File: config.mk
export PLATFORM = sky130hd
export DESIGN_NAME = fpc_panel
export DESIGN_NICKNAME = d
export VERILOG_FILES = /design/src/fpc_pkg.sv /design/src/fpc_debounce.sv /design/src/fpc_panel.sv
export VERILOG_INCLUDE_DIRS = /design/src
export SDC_FILE = /design/constraint.sdc
export NUM_CORES = 1
export LEC_CHECK = 0
export BUFFER_PORTS_ARGS = -buffer_cell sky130_fd_sc_hd__clkbuf_2
export CORE_ASPECT_RATIO = 0.8
export CORE_MARGIN = 8
export CORE_UTILIZATION = 49
export CTS_CLUSTER_DIAMETER = 40
export DETAILED_ROUTE_END_ITERATION = 7
export GPL_TIMING_DRIVEN = 0
export PLACE_DENSITY = 0.84
export RECOVER_POWER = 50
export SLEW_MARGIN = 20
export SYNTH_ARGS = -nofsm -noshare
export SYNTH_HDL_FRONTEND = slang
export SYNTH_HIERARCHICAL = 1
export SYNTH_SLANG_ARGS = --single-unit
File: constraint.sdc
create_clock -name clock_i -period 4.5 [get_ports clock_i]
set_clock_uncertainty 0.2 [all_clocks]
set_input_delay 1.125 -clock clock_i [delete_from_list [all_inputs] [get_ports clock_i]]
set_output_delay 1.125 -clock clock_i [all_outputs]
set_load 0.02 [all_outputs]
File: src/fpc_map.svh
`ifndef FPC_MAP_SVH
`define FPC_MAP_SVH

// clock rates and derived tick spacing
`define FPC_CLK_MHZ          100
`define FPC_CPU_MHZ          2
`define FPC_TICK_CYCLES      (`FPC_CLK_MHZ / `FPC_CPU_MHZ)

// contact bounce settle time
`define FPC_DEBOUNCE_US      5000
`define FPC_DEBOUNCE_CYCLES  (`FPC_DEBOUNCE_US * `FPC_CLK_MHZ)

// longest instruction in machine cycles
`define FPC_MAX_MCYCLES      5

// register byte offsets
`define FPC_REG_CTRL         8'h00
`define FPC_REG_STAT         8'h04
`define FPC_REG_ADDR         8'h08
`define FPC_REG_DATA         8'h0C

// control register fields
`define FPC_CTRL_LOCK_BIT    0
`define FPC_CTRL_HALT_BIT    1
`define FPC_CTRL_RESET       2'h0

// status register fields
`define FPC_STAT_RUN_BIT     0
`define FPC_STAT_STEP_BIT    1
`define FPC_STAT_LOCK_BIT    2
`define FPC_STAT_BUSY_BIT    3

// momentary control indices
`define FPC_ACT_STEP         0
`define FPC_ACT_EXAM         1
`define FPC_ACT_EXNEXT       2
`define FPC_ACT_DEP          3
`define FPC_ACT_DEPNEXT      4
`define FPC_ACT_RESET        5
`define FPC_ACT_CLEAR        6
`define FPC_ACT_COUNT        7

`endif

File: src/fpc_pkg.sv
package fpc_pkg;

  typedef enum logic [2:0] {
    FPC_IDLE,
    FPC_WRITE,
    FPC_READ,
    FPC_LATCH
  } fpc_state_type;

endpackage

File: src/fpc_debounce.sv
`timescale 1ns/100ps
module fpc_debounce #(
  parameter int CYCLES = 500000
) (
  input  wire logic clock_i,
  input  wire logic reset_i,
  input  wire logic level_i,
  output logic      pulse_o
);
  localparam int CW = $clog2(CYCLES + 1);

  logic [CW-1:0] count_r;
  logic          stable_r;

  // level must hold unchanged for the whole settle time before it counts
  always_ff @(posedge clock_i) begin
    if (reset_i) begin
      count_r  <= '0;
      stable_r <= 1'b0;
    end else if (level_i == stable_r) begin
      count_r <= '0;
    end else if (count_r == CW'(CYCLES - 1)) begin
      count_r  <= '0;
      stable_r <= level_i;
    end else begin
      count_r <= count_r + 1'b1;
    end
  end

  always_ff @(posedge clock_i) begin
    if (reset_i) begin
      pulse_o <= 1'b0;
    end else begin
      pulse_o <= (count_r == CW'(CYCLES - 1)) && level_i && !stable_r;
    end
  end

  property p_single_pulse;
    @(posedge clock_i) disable iff (reset_i)
    pulse_o |=> !pulse_o;
  endproperty
  a_single_pulse: assert property (p_single_pulse)
    else $error("action pulse longer than one cycle");
endmodule

File: src/fpc_panel.sv
// Summary of operation
// - processor steps come from a 2 MHz enable derived from the system clock.
// - external interrupt reaches the processor only while interrupts are enabled.
// - 256 input and 256 output port addresses decoded from the low address byte.
// - stop position halts execution, run position lets it proceed unless the control register halt bit is set.
// - single step runs one instruction, at most five machine cycles, then stops.
// - examine reads the switch address and shows the byte on data lamps.
// - examine next advances the panel address and shows the new byte.
// - deposit writes the data switch byte into the current panel address.
// - deposit next advances the panel address and writes the switch byte there.
// - data switches are sampled at the moment of each deposit actuation.
// - reset loads the program counter with zero on all sixteen bits.
// - clear sends a clear command to attached peripheral equipment.
// - protect blocks every memory write, unprotect permits writes unless the control register lock bit is set.
// - data switches are bits 7-0, address switches 15-0, up means one.
// - address lamps show the address being examined or loaded.
// - data lamps show the byte held at the current address.
// - lamps for interrupt enable, protect, wait and hold acknowledge.
// - status lamps for memory read, port read, port write and opcode fetch.
// - a status lamp marks write or output cycles against read or input.
// - status lamps for halt acknowledge, stack access and interrupt acknowledge.
// - lamps are meaningful when stopped; while running they follow the bus.
`timescale 1ns/100ps
`include "fpc_map.svh"
module fpc_panel
  import fpc_pkg::*;
#(
  parameter int DEBOUNCE_CYCLES = `FPC_DEBOUNCE_CYCLES,
  parameter int TICK_CYCLES     = `FPC_TICK_CYCLES,
  parameter int MAX_MCYCLES     = `FPC_MAX_MCYCLES
) (
  input  wire logic        clock_i,
  input  wire logic        reset_i,
  input  wire logic [7:0]  reg_addr_i,
  input  wire logic [31:0] reg_wdata_i,
  input  wire logic        reg_wr_i,
  input  wire logic        reg_rd_i,
  output logic      [31:0] reg_rdata_o,
  input  wire logic        sw_run_i,
  input  wire logic        sw_protect_i,
  input  wire logic        sw_step_i,
  input  wire logic        sw_examine_i,
  input  wire logic        sw_examine_next_i,
  input  wire logic        sw_deposit_i,
  input  wire logic        sw_deposit_next_i,
  input  wire logic        sw_reset_i,
  input  wire logic        sw_clear_i,
  input  wire logic [15:0] sw_addr_i,
  input  wire logic [15:0] cpu_addr_i,
  input  wire logic [7:0]  cpu_dout_i,
  input  wire logic        cpu_mem_we_i,
  input  wire logic        cpu_mem_re_i,
  input  wire logic        cpu_cycle_start_i,
  input  wire logic        cpu_instr_end_i,
  input  wire logic        cpu_wait_i,
  input  wire logic        ext_irq_i,
  input  wire logic        irq_enable_flag_i,
  input  wire logic        bus_hold_granted_flag_i,
  input  wire logic        memory_read_cycle_flag_i,
  input  wire logic        port_read_cycle_flag_i,
  input  wire logic        port_write_cycle_flag_i,
  input  wire logic        opcode_fetch_flag_i,
  input  wire logic        write_direction_flag_i,
  input  wire logic        stop_instruction_ack_flag_i,
  input  wire logic        stack_cycle_flag_i,
  input  wire logic        irq_ack_flag_i,
  input  wire logic [7:0]  mem_rdata_i,
  output logic             cpu_tick_o,
  output logic             cpu_irq_o,
  output logic             pc_clear_o,
  output logic             peripheral_wipe_o,
  output logic      [15:0] mem_addr_o,
  output logic      [7:0]  mem_wdata_o,
  output logic             mem_we_o,
  output logic             mem_re_o,
  output logic      [7:0]  port_addr_o,
  output logic             port_rd_o,
  output logic             port_wr_o,
  output logic      [15:0] lamp_addr_o,
  output logic      [7:0]  lamp_data_o,
  output logic             lamp_irq_enable_o,
  output logic             lamp_write_lock_o,
  output logic             lamp_wait_o,
  output logic             lamp_hold_o,
  output logic             lamp_mem_read_o,
  output logic             lamp_port_read_o,
  output logic             lamp_port_write_o,
  output logic             lamp_opcode_fetch_o,
  output logic             lamp_write_dir_o,
  output logic             lamp_stop_ack_o,
  output logic             lamp_stack_o,
  output logic             lamp_irq_ack_o
);
  localparam int TW = $clog2(TICK_CYCLES + 1);
  localparam int MW = $clog2(MAX_MCYCLES + 1);

  logic [`FPC_ACT_COUNT-1:0] act;
  logic [`FPC_ACT_COUNT-1:0] act_level;
  logic [1:0]                ctrl_r;
  logic [TW-1:0]             tick_cnt_r;
  logic                      step_r;
  logic [MW-1:0]             mcyc_r;
  logic                      running;
  logic                      can_act;
  logic                      write_lock;
  logic                      tick_now;
  fpc_state_type             state_r;
  logic [15:0]               panel_addr_r;
  logic [7:0]                panel_data_r;
  logic [7:0]                dep_byte_r;

  function automatic logic [15:0] next_addr(input logic [15:0] a);
    next_addr = a + 16'h0001;
  endfunction

  assign act_level = {sw_clear_i, sw_reset_i, sw_deposit_next_i, sw_deposit_i,
                      sw_examine_next_i, sw_examine_i, sw_step_i};

  genvar gi;
  generate
    for (gi = 0; gi < `FPC_ACT_COUNT; gi++) begin : g_db
      fpc_debounce #(
        .CYCLES (DEBOUNCE_CYCLES)
      ) u_db (
        .clock_i (clock_i),
        .reset_i (reset_i),
        .level_i (act_level[gi]),
        .pulse_o (act[gi])
      );
    end
  endgenerate

  assign running    = (sw_run_i && !ctrl_r[`FPC_CTRL_HALT_BIT]) || step_r;
  assign can_act    = !running && (state_r == FPC_IDLE);
  assign write_lock = sw_protect_i || ctrl_r[`FPC_CTRL_LOCK_BIT];
  assign tick_now   = (tick_cnt_r == TW'(TICK_CYCLES - 1));

  // register port
  always_ff @(posedge clock_i) begin
    if (reset_i) begin
      ctrl_r <= `FPC_CTRL_RESET;
    end else if (reg_wr_i && reg_addr_i == `FPC_REG_CTRL) begin
      ctrl_r <= reg_wdata_i[1:0];
    end
  end

  always_ff @(posedge clock_i) begin
    if (reset_i) begin
      reg_rdata_o <= 32'h0000_0000;
    end else if (reg_rd_i) begin
      unique case (reg_addr_i)
        `FPC_REG_CTRL: reg_rdata_o <= {30'h0000_0000, ctrl_r};
        `FPC_REG_STAT: reg_rdata_o <= {28'h0000_000, state_r != FPC_IDLE,
                                       write_lock, step_r, running};
        `FPC_REG_ADDR: reg_rdata_o <= {16'h0000, panel_addr_r};
        `FPC_REG_DATA: reg_rdata_o <= {24'h00_0000, panel_data_r};
        default:       reg_rdata_o <= 32'h0000_0000;
      endcase
    end else begin
      reg_rdata_o <= 32'h0000_0000;
    end
  end

  // processor clock enable, free-running divider so the tick rate never drifts
  always_ff @(posedge clock_i) begin
    if (reset_i) begin
      tick_cnt_r <= '0;
      cpu_tick_o <= 1'b0;
    end else begin
      tick_cnt_r <= tick_now ? '0 : tick_cnt_r + 1'b1;
      cpu_tick_o <= tick_now && running;
    end
  end

  // single step: run until instruction end or the machine cycle cap
  always_ff @(posedge clock_i) begin
    if (reset_i) begin
      step_r <= 1'b0;
      mcyc_r <= '0;
    end else if (!step_r) begin
      mcyc_r <= '0;
      if (act[`FPC_ACT_STEP] && can_act) begin
        step_r <= 1'b1;
      end
    end else if (cpu_instr_end_i || (mcyc_r == MW'(MAX_MCYCLES))) begin
      step_r <= 1'b0;
    end else if (cpu_cycle_start_i) begin
      mcyc_r <= mcyc_r + 1'b1;
    end
  end

  always_ff @(posedge clock_i) begin
    if (reset_i) begin
      cpu_irq_o <= 1'b0;
    end else begin
      cpu_irq_o <= ext_irq_i && irq_enable_flag_i;
    end
  end

  always_ff @(posedge clock_i) begin
    if (reset_i) begin
      pc_clear_o        <= 1'b0;
      peripheral_wipe_o <= 1'b0;
    end else begin
      pc_clear_o        <= act[`FPC_ACT_RESET] && can_act;
      peripheral_wipe_o <= act[`FPC_ACT_CLEAR] && can_act;
    end
  end

  // panel sequencer; bytes are read back after a write so lamps show memory truth
  always_ff @(posedge clock_i) begin
    if (reset_i) begin
      state_r      <= FPC_IDLE;
      panel_addr_r <= 16'h0000;
      panel_data_r <= 8'h00;
      dep_byte_r   <= 8'h00;
    end else begin
      unique case (state_r)
        FPC_IDLE: begin
          if (can_act) begin
            if (act[`FPC_ACT_EXAM]) begin
              panel_addr_r <= sw_addr_i;
              state_r      <= FPC_READ;
            end else if (act[`FPC_ACT_EXNEXT]) begin
              panel_addr_r <= next_addr(panel_addr_r);
              state_r      <= FPC_READ;
            end else if (act[`FPC_ACT_DEP]) begin
              dep_byte_r <= sw_addr_i[7:0];
              state_r    <= FPC_WRITE;
            end else if (act[`FPC_ACT_DEPNEXT]) begin
              panel_addr_r <= next_addr(panel_addr_r);
              dep_byte_r   <= sw_addr_i[7:0];
              state_r      <= FPC_WRITE;
            end
          end
        end
        FPC_WRITE: state_r <= FPC_READ;
        FPC_READ:  state_r <= FPC_LATCH;
        FPC_LATCH: begin
          panel_data_r <= mem_rdata_i;
          state_r      <= FPC_IDLE;
        end
      endcase
    end
  end

  // memory port: panel owns it while stopped, processor while running
  always_ff @(posedge clock_i) begin
    if (reset_i) begin
      mem_addr_o  <= 16'h0000;
      mem_wdata_o <= 8'h00;
      mem_we_o    <= 1'b0;
      mem_re_o    <= 1'b0;
    end else if (running) begin
      mem_addr_o  <= cpu_addr_i;
      mem_wdata_o <= cpu_dout_i;
      mem_we_o    <= cpu_mem_we_i && !write_lock;
      mem_re_o    <= cpu_mem_re_i;
    end else begin
      mem_addr_o  <= panel_addr_r;
      mem_wdata_o <= dep_byte_r;
      mem_we_o    <= (state_r == FPC_WRITE) && !write_lock;
      mem_re_o    <= (state_r == FPC_READ);
    end
  end

  always_ff @(posedge clock_i) begin
    if (reset_i) begin
      port_addr_o <= 8'h00;
      port_rd_o   <= 1'b0;
      port_wr_o   <= 1'b0;
    end else begin
      port_addr_o <= cpu_addr_i[7:0];
      port_rd_o   <= running && port_read_cycle_flag_i;
      port_wr_o   <= running && port_write_cycle_flag_i;
    end
  end

  // lamps track the processor bus while running; no meaning is promised then
  always_ff @(posedge clock_i) begin
    if (reset_i) begin
      lamp_addr_o <= 16'h0000;
      lamp_data_o <= 8'h00;
    end else if (running) begin
      lamp_addr_o <= cpu_addr_i;
      lamp_data_o <= cpu_dout_i;
    end else begin
      lamp_addr_o <= panel_addr_r;
      lamp_data_o <= panel_data_r;
    end
  end

  always_ff @(posedge clock_i) begin
    if (reset_i) begin
      lamp_irq_enable_o   <= 1'b0;
      lamp_write_lock_o   <= 1'b0;
      lamp_wait_o         <= 1'b0;
      lamp_hold_o         <= 1'b0;
      lamp_mem_read_o     <= 1'b0;
      lamp_port_read_o    <= 1'b0;
      lamp_port_write_o   <= 1'b0;
      lamp_opcode_fetch_o <= 1'b0;
      lamp_write_dir_o    <= 1'b0;
      lamp_stop_ack_o     <= 1'b0;
      lamp_stack_o        <= 1'b0;
      lamp_irq_ack_o      <= 1'b0;
    end else begin
      lamp_irq_enable_o   <= irq_enable_flag_i;
      lamp_write_lock_o   <= write_lock;
      lamp_wait_o         <= cpu_wait_i || !running;
      lamp_hold_o         <= bus_hold_granted_flag_i;
      lamp_mem_read_o     <= memory_read_cycle_flag_i;
      lamp_port_read_o    <= port_read_cycle_flag_i;
      lamp_port_write_o   <= port_write_cycle_flag_i;
      lamp_opcode_fetch_o <= opcode_fetch_flag_i;
      lamp_write_dir_o    <= write_direction_flag_i;
      lamp_stop_ack_o     <= stop_instruction_ack_flag_i;
      lamp_stack_o        <= stack_cycle_flag_i;
      lamp_irq_ack_o      <= irq_ack_flag_i;
    end
  end

  property p_tick_spacing;
    @(posedge clock_i) disable iff (reset_i)
    cpu_tick_o |=> !cpu_tick_o [*8];
  endproperty
  a_tick_spacing: assert property (p_tick_spacing)
    else $error("processor ticks closer than the divider allows");

  property p_irq_gate;
    @(posedge clock_i) disable iff (reset_i)
    cpu_irq_o |-> $past(irq_enable_flag_i);
  endproperty
  a_irq_gate: assert property (p_irq_gate)
    else $error("interrupt passed while disabled");

  property p_stopped_no_tick;
    @(posedge clock_i) disable iff (reset_i)
    !running && !$past(running) |-> !cpu_tick_o;
  endproperty
  a_stopped_no_tick: assert property (p_stopped_no_tick)
    else $error("processor ticked while stopped");

  property p_step_cap;
    @(posedge clock_i) disable iff (reset_i)
    mcyc_r == MW'(MAX_MCYCLES) |=> !step_r;
  endproperty
  a_step_cap: assert property (p_step_cap)
    else $error("single step overran the machine cycle cap");

  property p_examine;
    @(posedge clock_i) disable iff (reset_i)
    act[`FPC_ACT_EXAM] && can_act |=> ##1 mem_re_o && mem_addr_o == $past(sw_addr_i, 2);
  endproperty
  a_examine: assert property (p_examine)
    else $error("examine did not read the switch address");

  property p_exnext;
    @(posedge clock_i) disable iff (reset_i)
    act[`FPC_ACT_EXNEXT] && can_act |=> panel_addr_r == $past(panel_addr_r) + 16'h0001;
  endproperty
  a_exnext: assert property (p_exnext)
    else $error("examine next did not advance the address");

  property p_deposit;
    @(posedge clock_i) disable iff (reset_i)
    act[`FPC_ACT_DEP] && can_act && !write_lock && !sw_protect_i |=> ##1
      mem_we_o && mem_wdata_o == $past(sw_addr_i[7:0], 2);
  endproperty
  a_deposit: assert property (p_deposit)
    else $error("deposit did not write the sampled switch byte");

  property p_lock;
    @(posedge clock_i) disable iff (reset_i)
    lamp_write_lock_o |-> !mem_we_o;
  endproperty
  a_lock: assert property (p_lock)
    else $error("memory written while protected");

  property p_pc_clear;
    @(posedge clock_i) disable iff (reset_i)
    act[`FPC_ACT_RESET] && can_act |=> pc_clear_o ##1 !pc_clear_o;
  endproperty
  a_pc_clear: assert property (p_pc_clear)
    else $error("reset actuation did not clear the program counter once");

  property p_wipe;
    @(posedge clock_i) disable iff (reset_i)
    peripheral_wipe_o |-> $past(act[`FPC_ACT_CLEAR]) && !$past(running);
  endproperty
  a_wipe: assert property (p_wipe)
    else $error("peripheral clear without a stopped clear actuation");

  property p_latch;
    @(posedge clock_i) disable iff (reset_i)
    state_r == FPC_LATCH ##1 !running |=> lamp_data_o == $past(mem_rdata_i, 2);
  endproperty
  a_latch: assert property (p_latch)
    else $error("data lamp byte not taken from memory");
endmodule

# ---- Yosys cells after proc, flatten, opt, wreduce, memory -nomap -nowiden
# Index checks and enable logic that the tools add are counted.
dict set report totals {
  out_inout_bits 108
  register_bits 286
  romBits 0
  input_bits 117
  n_memories 0
  latch_bits 0
  ram_bits 0
}
dict set report classes {
  n_lt_le_gt_ge 0
  reduce_logical 66
  add_sub_neg 10
  shifts 0
  n_div 0
  bitwise_logic 12
  mux 21
  eq_ne 25
  n_mul 0
}
# op count
set op_table {}
lappend op_table {{adder 19 x 1 -> 19 bit (second input constant)} 7}
lappend op_table {{== test 19 bit (second input constant)} 7}
lappend op_table {{2-to-1 mux 16 bit} 5}
lappend op_table {{case mux 16 bit (4 select lines)} 1}
lappend op_table {{2-to-1 mux 8 bit} 4}
lappend op_table {{logical AND 1 bit} 26}
lappend op_table {{OR reduction 3 bit} 7}
lappend op_table {{AND reduction 2 bit} 9}
lappend op_table {{adder 16 x 1 -> 16 bit (second input constant)} 1}
lappend op_table {{== test 8 x 4 -> 1 bit (second input constant)} 2}
lappend op_table {{2-to-1 mux 3 bit} 5}
lappend op_table {{inverter 1 bit} 12}
lappend op_table {{case mux 3 bit (4 select lines)} 1}
lappend op_table {{logical NOT 1 bit} 10}
lappend op_table {{== test 8 x 3 -> 1 bit (second input constant)} 1}
lappend op_table {{logical NOT 8 bit} 1}
lappend op_table {{== test 1 bit} 7}
lappend op_table {{adder 6 x 1 -> 6 bit (second input constant)} 1}
lappend op_table {{== test 3 x 2 -> 1 bit (second input constant)} 2}
lappend op_table {{== test 6 bit (second input constant)} 1}
lappend op_table {{nonzero test 3 bit} 2}
lappend op_table {{OR reduction 2 bit} 3}
lappend op_table {{2-to-1 mux 1 bit} 5}
lappend op_table {{inequality test 5 x 1 -> 1 bit (second input constant)} 1}
lappend op_table {{other kinds (10)} 13}

# ---- Logic depth before layout (Yosys ltp)
# Gate-level depths: netlist of the first run.
dict set report depth {
  word_depth 8
  depth_mapped 7
  ltp_nobuf 6
}

# ---- By module
# The synthesis of the first run kept the hierarchy.
# module seq_area_each_um2 n_inst cells_per_inst area_per_inst_um2
set by_module_without_submodules {}
lappend by_module_without_submodules {fpc_debounce 420.4 7 110 1054.8}
lappend by_module_without_submodules {fpc_panel 2442.3 1 556 4963.5}

# ---- Worst setup path after synthesis of the first run
# OpenSTA, ideal clock, no wires.
dict set report synth_path {
  path_type {input to register}
  start {in sw_run_i}
  end {reg mem_re_o}
  setup_slack_ps 1897
  n_path_buf 2
  setup_ps 70
  arrival_time_ps 2332
  cell_stages 6
  path_cell_list {nor2b_1 or2_2 clkbuf_1 clkbuf_1 nand2_1 a21oi_1}
}
dict set report synth_via {
  elab_chain_cells 3
}
# element line
set synth_lines {}
lappend synth_lines {{start: declaration} fpc_panel.sv:39} ;# input wire logic sw_run_i,
lappend synth_lines {{logical AND 1 bit} fpc_panel.sv:133} ;# assign running = (sw_run_i && !ctrl_r[`FPC_CTRL_HALT_BIT]) || step_r;
lappend synth_lines {{logical OR 1 bit} fpc_panel.sv:133}
lappend synth_lines {{2-to-1 mux 1 bit} fpc_panel.sv:254} ;# end else if (running) begin
lappend synth_lines {{end signal: assignment} fpc_panel.sv:258} ;# mem_re_o <= cpu_mem_re_i;
lappend synth_lines {{end signal: assignment} fpc_panel.sv:263} ;# mem_re_o <= (state_r == FPC_READ);
lappend synth_lines {{end: declaration} fpc_panel.sv:75} ;# output logic mem_re_o,
# Every way passes these cells.
# A chain may end at the register's enable or synchronous reset.

# ---- Worst setup path in the final report of the first run
dict set report layout_path {
  start {in reset_i}
  end {reg dep_byte_r[2]}
}
# element line
set layout_lines {}
lappend layout_lines {{start: declaration} fpc_panel.sv:33} ;# input wire logic reset_i,
lappend layout_lines {{end signal: assignment} fpc_panel.sv:228} ;# dep_byte_r <= sw_addr_i[7:0];
lappend layout_lines {{end signal: assignment} fpc_panel.sv:232} ;# dep_byte_r <= sw_addr_i[7:0];
lappend layout_lines {{end: declaration} fpc_panel.sv:110} ;# logic [7:0] dep_byte_r;
# No word-level cell between the ends.

==> results by group, run 1 <==
Logic synthesis
  – Synth Register Bits: approximately 270
  – Largest family of logic cells by synthesized area: simple AND/OR/NAND/NOR gates
  – Post-synthesis sequential area ratio: a little over two fifths
  – Post-Synth Simple-Gate Area: a little under a third
  – Library cells used by synthesis: 57
  – Post-synthesis adder-cell area fraction: roughly 1.6%
  – Top cells by area, synth: dfxtp_1 44%, xnor2_1 6.1%, nor2_1 5.9%
  – Syn Std Cell Area: roughly 12,000 sq um
  – Ys Warns: 6
  – Syn Inst Count: ~1,300
  – Post-synthesis xor/xnor area fraction: approximately 8%
  – Mux share of post-synthesis cell area: 3.79%
  – Area leader, netlist: dfxtp_1
  – Syn_area_per_cell: 9.31 sq um
  – Compound-Gate Fraction of Synth Area: under 10%
  – Post-synth top area share: roughly 44%

Die
  – Die area: 30,600 sq um
  – I/O pin total: around 230
  – FP Rows: between 50 and 60
  – Core area: about 25,000 sq um
  – Overall die height: approximately 160 um
  – Initial Util: between 40% and 50%
  – Die width: approximately 190 um

Pwr
  – PwrDens: about 380 nW/um^2
  – Worst vdd ir: roughly 0.24 mV
  – Leak: 5.57 nW
  – Overall Power: 5.64 mW

Placed design
  – # port buffers: 177
  – Dpl hpwl: about 23,000 um
  – Placed cell areas: approximately 14,000 sq um
  – GPL Wtd Cong: roughly 0.85
  – Placed cells: ~1,800

Setup path
  – Startpoint types: input pin
  – Classification of the worst setup path: in -> reg
  – Crit end category: flop
  – CP max FO: 28
  – Critical Path AT: roughly 3.7 ns
  – WP data required: approximately 4.7 ns

Routing
  – Post-DRT Antenna Nets: 0
  – Met2 WL: about 15,000 um
  – Vias post-DR: between 10,000 and 15,000
  – Post-detailed-route DRC marker count: 0
  – Met3 Wirelength: ~2100 um
  – Wire length on met1: about 13,000 um
  – Post-DR vias/cell: about 5.4
  – Routed len/inst: ~16 um
  – Wirelength, routed: ~31,000 um
  – Top sig layer: met5
  – First drt pass iteration count: 5
  – First-iteration detailed-routing DRC count: 708

Timing
  – Hold Slack: 0.262 ns
  – Max_slew headroom: -14.9%
  – Fmax: 284 MHz
  – Final setup TNS: 0 ns
  – Worst-Margin Slew: approximately 1.7 ns
  – RSZ-0062 raised after global routing: no
  – Hold Vio Cnt, Final: 0
  – Final worst-path cycle share: between 70% and 80%
  – Setup Viol. Count Final: 0
  – Fin crit period: about 3.5 ns
  – Fin. max-slew vios: 29

GRT
  – First-pass GRT wire length: about 50,000 um
  – Initial antenna violation count: 3
  – GRT Overall Usage: approximately a fifth
  – Number of global-route vias before repair: 9,918
  – Grt total ovfl: 0
  – Maximum number of pins on one net before global-route repair: 29

Clock network
  – Clock Sinks: 269
  – Clk Latency, worst-skew pair: between 0.5 and 0.6 ns
  – CTS resizes: 0
  – Root Buffer: clkbuf_16
  – H-tree depth: 2
  – Clock Tree Buf Depth: 3
  – CTS tree: yes
  – CTS Hold Bufs: 0
  – Post-CTS setup buffers: 0
  – CTS clk-pin slew, worst paths: roughly 0.06 ns
  – Num CTS Buffers: 36

Cells and area
  – Layout cells sized above 1: between 10% and 20%
  – Fin cells: 1,907
  – Area occupied by registers: 5390 sq um
  – Fin area: between 10,000 and 15,000 sq um
  – Area Overhead vs Synth: 19.3%
  – Area of the multi-input gates: about 6300 sq um
  – Most common cell after layout, fill and taps aside: dfxtp_1
  – Post-layout net count: roughly 1,700
  – Commonest non-fill, non-tap cells in the layout: 269 x dfxtp_1, 194 x nor2_1, 139 x clkbuf_2
  – # fillers: ~2,100

Job
  – Max Cap Viol: 1

Run status
  – Failing checks: capacitance limit, slew limit
  – Status: finished with violations

Min path
  – Hold WC Path Type: reg -> reg
[synth_stat cells (all sizes together)]
cell,number
buf,48
ha,16
nand3b,3
o31ai,2
or2,2
conb,1
and2,22
and3b,7
a41oi,2
or3,1
or4,12
inv,32
and3,23
a211oi,2
nor4,37
dfxtp,269
a311oi,2
and4,10
clkbuf,34
a2111oi,1
mux2,2
o41ai,3
xor2,25
nor3b,4
mux2i,40
mux4,2
a31oi,9
o21ai,28
nor2b,29
nand2,110
o221ai,1
nand3,79
a21o,3
nand2b,5
xnor2,86
a22o,1
a32oi,1
a211o,1
nor2,194
nor4b,29
a32o,1
nand4,45
nor3,23
a21oi,79
[stage by stage]
stage	setup slack (ns)	utilization, %
2_1_floorplan	1.90	-
3_3_place_gp	0.791	54.7
3_5_place_dp	0.812	54.7
4_1_cts	1.32	59.6
5_1_grt	0.789	58.8
6_report	0.977	58.8
[worst max-delay path, stage by stage]
cell	delay, ns
clkbuf_1	1.21
clkbuf_1	0.53
clkbuf_1	0.68
nor2_1	0.12
[state kept, by name, summed over array words and instances, names as in the netlist, 2 cells and up]
register            cells
mcyc_r                  3
panel_addr_r           16
lamp_data_o             8
port_addr_o             8
tick_cnt_r              6
mem_wdata_o             8
g_db.u_db/count_r     133
g_db.u_db/stable_r      7
dep_byte_r              8
g_db.u_db/pulse_o       7
ctrl_r                  2
state_r                 2
lamp_addr_o            16
reg_rdata_o            16
panel_data_r            8
[worst paths after layout]
path	startpoint	endpoint	slack (ns)	cells after the start
min	g_db[6].u_db/pulse_o$_SDFF_PP0_	peripheral_wipe_o$_SDFF_PP0_	0.26	1
max	reset_i	dep_byte_r[2]$_SDFFE_PP0P_	0.98	4
max reg2reg	ctrl_r[1]$_SDFFE_PP0P_	mem_re_o$_SDFF_PP0_	1.72	6
min reg2reg	g_db[6].u_db/pulse_o$_SDFF_PP0_	peripheral_wipe_o$_SDFF_PP0_	0.26	1
[report_power, final]
group          switching (mW)  internal (mW)  leakage [nW]
Combinational           0.193          0.109          2.79
Sequential             0.0275           2.42          2.18
Clock                    1.06           1.83         0.597
Total                    1.28           4.36          5.57
[metal layers]
layer	GRT usage, %	vias up
met5	0	-
met4	8.23	4
met3	4.67	69
li1	-	5039
met1	23.5	4795
met2	33.8	356
[area by class of cell]
cell class                      instances  share of cell area [%]
Timing Repair Buffer                  177                    5.69
Inverter                               32                   0.816
Buffer                                 82                    3.01
Tap cell                              324                    2.75
Antenna cell                            1                  0.0170
Clock buffer                           46                    6.86
Sequential cell                       269                    36.6
Clock inverter                         18                    1.53
Multi-Input combinational cell        958                    42.8
[cell families after synthesis]
kind of cell	count (synthesis)
XOR/XNOR	111
other	1
AND/OR/NAND/NOR	635
buffers and inverters	114
adder cells (fa/ha/maj)	16
flip-flops	269
multiplexers	44
AO/OA/AOI/OAI	136
Note: power is estimated with default switching activity, not from simulation.
==> inputs of run 2 (changes only) <==
--- a/config.mk
+++ b/config.mk
@@ -6,6 +6,7 @@
 export SDC_FILE = /design/constraint.sdc
 export NUM_CORES = 1
 export LEC_CHECK = 0
+export ABC_AREA = 1
 export BUFFER_PORTS_ARGS = -buffer_cell sky130_fd_sc_hd__clkbuf_2
 export CORE_ASPECT_RATIO = 0.8
 export CORE_MARGIN = 8
@@ -13,7 +14,7 @@
 export CTS_CLUSTER_DIAMETER = 40
 export DETAILED_ROUTE_END_ITERATION = 7
 export GPL_TIMING_DRIVEN = 0
-export PLACE_DENSITY = 0.84
+export PLACE_DENSITY = 0.86
 export RECOVER_POWER = 50
 export SLEW_MARGIN = 20
 export SYNTH_ARGS = -nofsm -noshare
==> constraint.sdc (replaced) <==
create_clock -name clock_i -period 2.9 [get_ports clock_i]
set_clock_uncertainty 0.2 [all_clocks]
set_input_delay 0.725 -clock clock_i [delete_from_list [all_inputs] [get_ports clock_i]]
set_output_delay 0.725 -clock clock_i [all_outputs]
set_load 0.02 [all_outputs]
==> results by group, run 2 <==
Timing
  – Hold Vio Cnt, Final: 0 (unchanged)
  – RSZ-0062 raised after global routing: no (unchanged)
  – Worst-Margin Slew: 0.724 ns (was 1.72 ns)
  – Final worst-path cycle share: roughly 80%
  – Fin. max-slew vios: 0 (was 29)
  – Max_slew headroom: 51.8% (was -14.9%)
  – Hold Slack: 0.210 ns (was 0.262 ns)
  – Setup Viol. Count Final: 0 (unchanged)
  – Final worst slack: 0.588 ns (was 0.977 ns)
  – Fin crit period: 2.31 ns
  – Final setup TNS: 0 ns (unchanged)
  – Fmax: 433 MHz

Setup path
  – Critical Path AT: 2.47 ns (was 3.68 ns)
  – Startpoint types: flop (was input pin)
  – CP max FO: 10 (was 28)
  – R2r setup slk: 0.59 ns (was 1.72 ns)
  – Classification of the worst setup path: reg -> reg (was in -> reg)
  – Reg2reg path depth: 7 (was 6)
  – Critical R2R Launch: g_db[0].u_db/count_r[0]$_SDFF_PP0_ (was ctrl_r[1]$_SDFFE_PP0P_)
  – FF-to-FF End: g_db[0].u_db/count_r[9]$_SDFF_PP0_ (was mem_re_o$_SDFF_PP0_)
  – WP data required: 3.06 ns (was 4.65 ns)
  – Crit end category: flop (unchanged)

Logic synthesis
  – Synth top cells by count: 385 x nand2_1, 354 x nor2_1, 269 x dfxtp_1 (was 269 x dfxtp_1, 194 x nor2_1, 110 x nand2_1)
  – Synth Register Bits: 269 (unchanged)
  – Library cells used by synthesis: 42 (was 57)
  – Area leader, netlist: dfxtp_1 (unchanged)
  – Syn Std Cell Area: 12,800 sq um (was 12,300 sq um)
  – EDFF count, synth: 0 (unchanged)
  – Post-synth ARST share: 0% (unchanged)
  – Ys Warns: 6 (unchanged)
  – Most common cell in the netlist: nand2_1 (was dfxtp_1)
  – Syn_area_per_cell: 7.04 sq um (was 9.31 sq um)
  – Post-synth top area share: 42.0% (was 43.6%)
  – Top cells by area, synth: dfxtp_1 42%, nand2_1 11%, nor2_1 10% (was dfxtp_1 44%, xnor2_1 6.1%, nor2_1 5.9%)
  – Syn Inst Count: 1,821 (was 1,326)
  – Main synth FF type: dfxtp_1 (unchanged)
  – Post-synthesis sequential area ratio: 42.0% (was 43.6%)

Pwr
  – PwrDens: 556 nW/um^2 (was 383 nW/um^2)
  – Clk pwr share: 50.0% (was 51.2%)
  – Switching share of power: 23.3% (was 22.7%)
  – Worst vdd ir: 0.434 mV (was 0.241 mV)
  – Combinational share of power: 5.2% (was 5.4%)
  – Sw Pwr: 1.96 mW (was 1.28 mW)
  – Overall Power: 8.42 mW (was 5.64 mW)
  – Seq pwr share: 44.8% (was 43.4%)
  – Cell Int Power: 6.46 mW (was 4.36 mW)
  – Leak: 6.21 nW (was 5.57 nW)

Routing
  – Post-detailed-route DRC marker count: 0 (unchanged)
  – First-iteration detailed-routing DRC count: 862 (was 708)
  – Wirelength, routed: 34,400 um (was 31,400 um)
  – First drt pass iteration count: 7 (was 5)
  – Vias post-DR: 12,300 (was 10,300)
  – Routed len/inst: 14.1 um (was 16.5 um)
  – Post-DRT Antenna Nets: 0 (unchanged)
  – Post-DR vias/cell: 5.06 (was 5.38)

Job
  – Max Cap Viol: 0 (was 1)

Placed design
  – Placed cells: 2,371 (was 1,842)
  – Dpl hpwl: 26,300 um (was 22,900 um)
  – GPL Wtd Cong: 0.948 (was 0.853)
  – Placed cell areas: 14,200 sq um (was 13,700 sq um)
  – # port buffers: 178 (was 177)
  – Dpl ws: 0.149 ns (was 0.812 ns)

Clock network
  – Clk Latency, worst-skew pair: 0.50 ns (was 0.51 ns)
  – Num CTS Buffers: 35 (was 36)
  – Clock Tree Buf Depth: 3 (unchanged)
  – Clock Sinks: 269 (unchanged)
  – CTS resizes: 0 (unchanged)
  – CTS Hold Bufs: 0 (unchanged)
  – H-tree depth: 2 (unchanged)
  – Root Buffer: clkbuf_16 (unchanged)
  – Post-CTS setup buffers: 0 (unchanged)
  – CTS clk-pin slew, worst paths: 0.06 ns (about the same)
  – CTS tree: yes (unchanged)

Min path
  – WHS Path Cells: 3 (was 1)
  – Hold wc startpoint: opcode_fetch_flag_i (was g_db[6].u_db/pulse_o$_SDFF_PP0_)
  – Hold WC Path Type: in -> reg (was reg -> reg)
  – Hold EP: lamp_opcode_fetch_o$_SDFF_PP0_ (was peripheral_wipe_o$_SDFF_PP0_)

Cells and area
  – Final Util: 58.3% (was 58.8%)
  – # fillers: 2,362 (was 2,134)
  – Largest register FFs: 133 (unchanged)
  – Most common cell after layout, fill and taps aside: nand2_1 (was dfxtp_1)
  – Fin area: 15,200 sq um (was 14,700 sq um)
  – Layout cells sized above 1: 17.2% (was 19.1%)
  – Post-layout net count: 2,184 (was 1,689)
  – Commonest non-fill, non-tap cells in the layout: 385 x nand2_1, 368 x nor2_1, 269 x dfxtp_1 (was 269 x dfxtp_1, 194 x nor2_1, 139 x clkbuf_2)
  – Antenna diodes: 0 (was 1)
  – Reg with most FFs: g_db.u_db/count_r (unchanged)
  – Fin cells: 2,432 (was 1,907)
  – Area Overhead vs Synth: 18.3% (was 19.3%)

Die
  – Core area: 26,000 sq um (was 25,000 sq um)
  – Overall die height: 161 um (was 158 um)
  – FP Rows: 53 (was 52)
  – I/O pin total: 225 (unchanged)
  – Die area: 31,600 sq um (was 30,600 sq um)
  – Die width: 197 um (was 193 um)
  – Initial Util: 49.3% (about the same)

GRT
  – Initial antenna violation count: 1 (was 3)
  – GRT Overall Usage: 20.9% (was 19.7%)
  – First-pass GRT wire length: 55,600 um (was 50,000 um)
  – Grt total ovfl: 0 (unchanged)
  – Maximum number of pins on one net before global-route repair: 23 (was 29)
  – Number of global-route vias before repair: 11,700 (was 9,918)

Run status
  – Status: completed (was finished with violations)
run 2: logic make-up after synthesis:
group | after synthesis | synth area share (%)
compound gates | 219 | 9.26
xor+xnor | 39 | 2.67
fa+ha+maj | 16 | 1.56
buf+inv | 264 | 9.31
flops | 269 | 42.0
other cells | 1 | 0.0293
simple gates | 1013 | 35.1
run 2: how the worst max path moves through the flow:
stage	start	to	slack, ns	cells past startpoint
global placement	reset_i	reg_rdata_o[7]$_SDFF_PP0_	0.16	9
CTS	reset_i	reg_rdata_o[7]$_SDFF_PP0_	0.66	9
floorplan	reg_addr_i[5]	reg_rdata_o[2]$_SDFF_PP0_	1.10	9
global route	g_db[3].u_db/count_r[0]$_SDFF_PP0_	g_db[3].u_db/count_r[11]$_SDFF_PP0_	0.36	7
finish	g_db[0].u_db/count_r[0]$_SDFF_PP0_	g_db[0].u_db/count_r[9]$_SDFF_PP0_	0.59	7
detailed placement	reset_i	reg_rdata_o[7]$_SDFF_PP0_	0.15	9
run 2: power by group through the flow:
| stage | clock [mW] | combinational [mW] | sequential (mW) |
|---|---|---|---|
| 2_1_floorplan | 0 | 0.212 | 3.90 |
| 3_3_place_gp | 0 | 0.444 | 3.85 |
| 3_5_place_dp | 0 | 0.451 | 3.86 |
| 4_1_cts | 4.30 | 0.454 | 3.77 |
| 5_1_grt | 4.45 | 0.476 | 3.78 |
| 6_report | 4.21 | 0.440 | 3.78 |
run 2: layer usage:
metal / track usage [%] / routed length (um) / up-vias
met5: 0 / 13 / -
met4: 7.31 / 916 / 2
met3: 4.54 / 2610 / 72
met2: 37.0 / 16300 / 445
met1: 24.6 / 14500 / 5601
li1: - / - / 6179
run 2: critical path: stages, from the launching register on:
cell and delay (ns):
dfxtp_1 0.34, ha_1 0.21, nand2_1 0.09, nor2_1 0.34, nand3_2 0.14, o21bai_1 0.36, clkbuf_1 0.40, nor2_1 0.09
run 2: final cells by class:
cell class	count	area (sq um)	area share [%]
plain buffers	62	377	2.48
clock buffers	45	963	6.35
clock inverters	16	176	1.16
inverters	202	761	5.02
multi-input cells	1303	6190	40.8
flip-flops and latches	269	5390	35.5
well taps	357	447	2.95
repair buffers	178	868	5.73
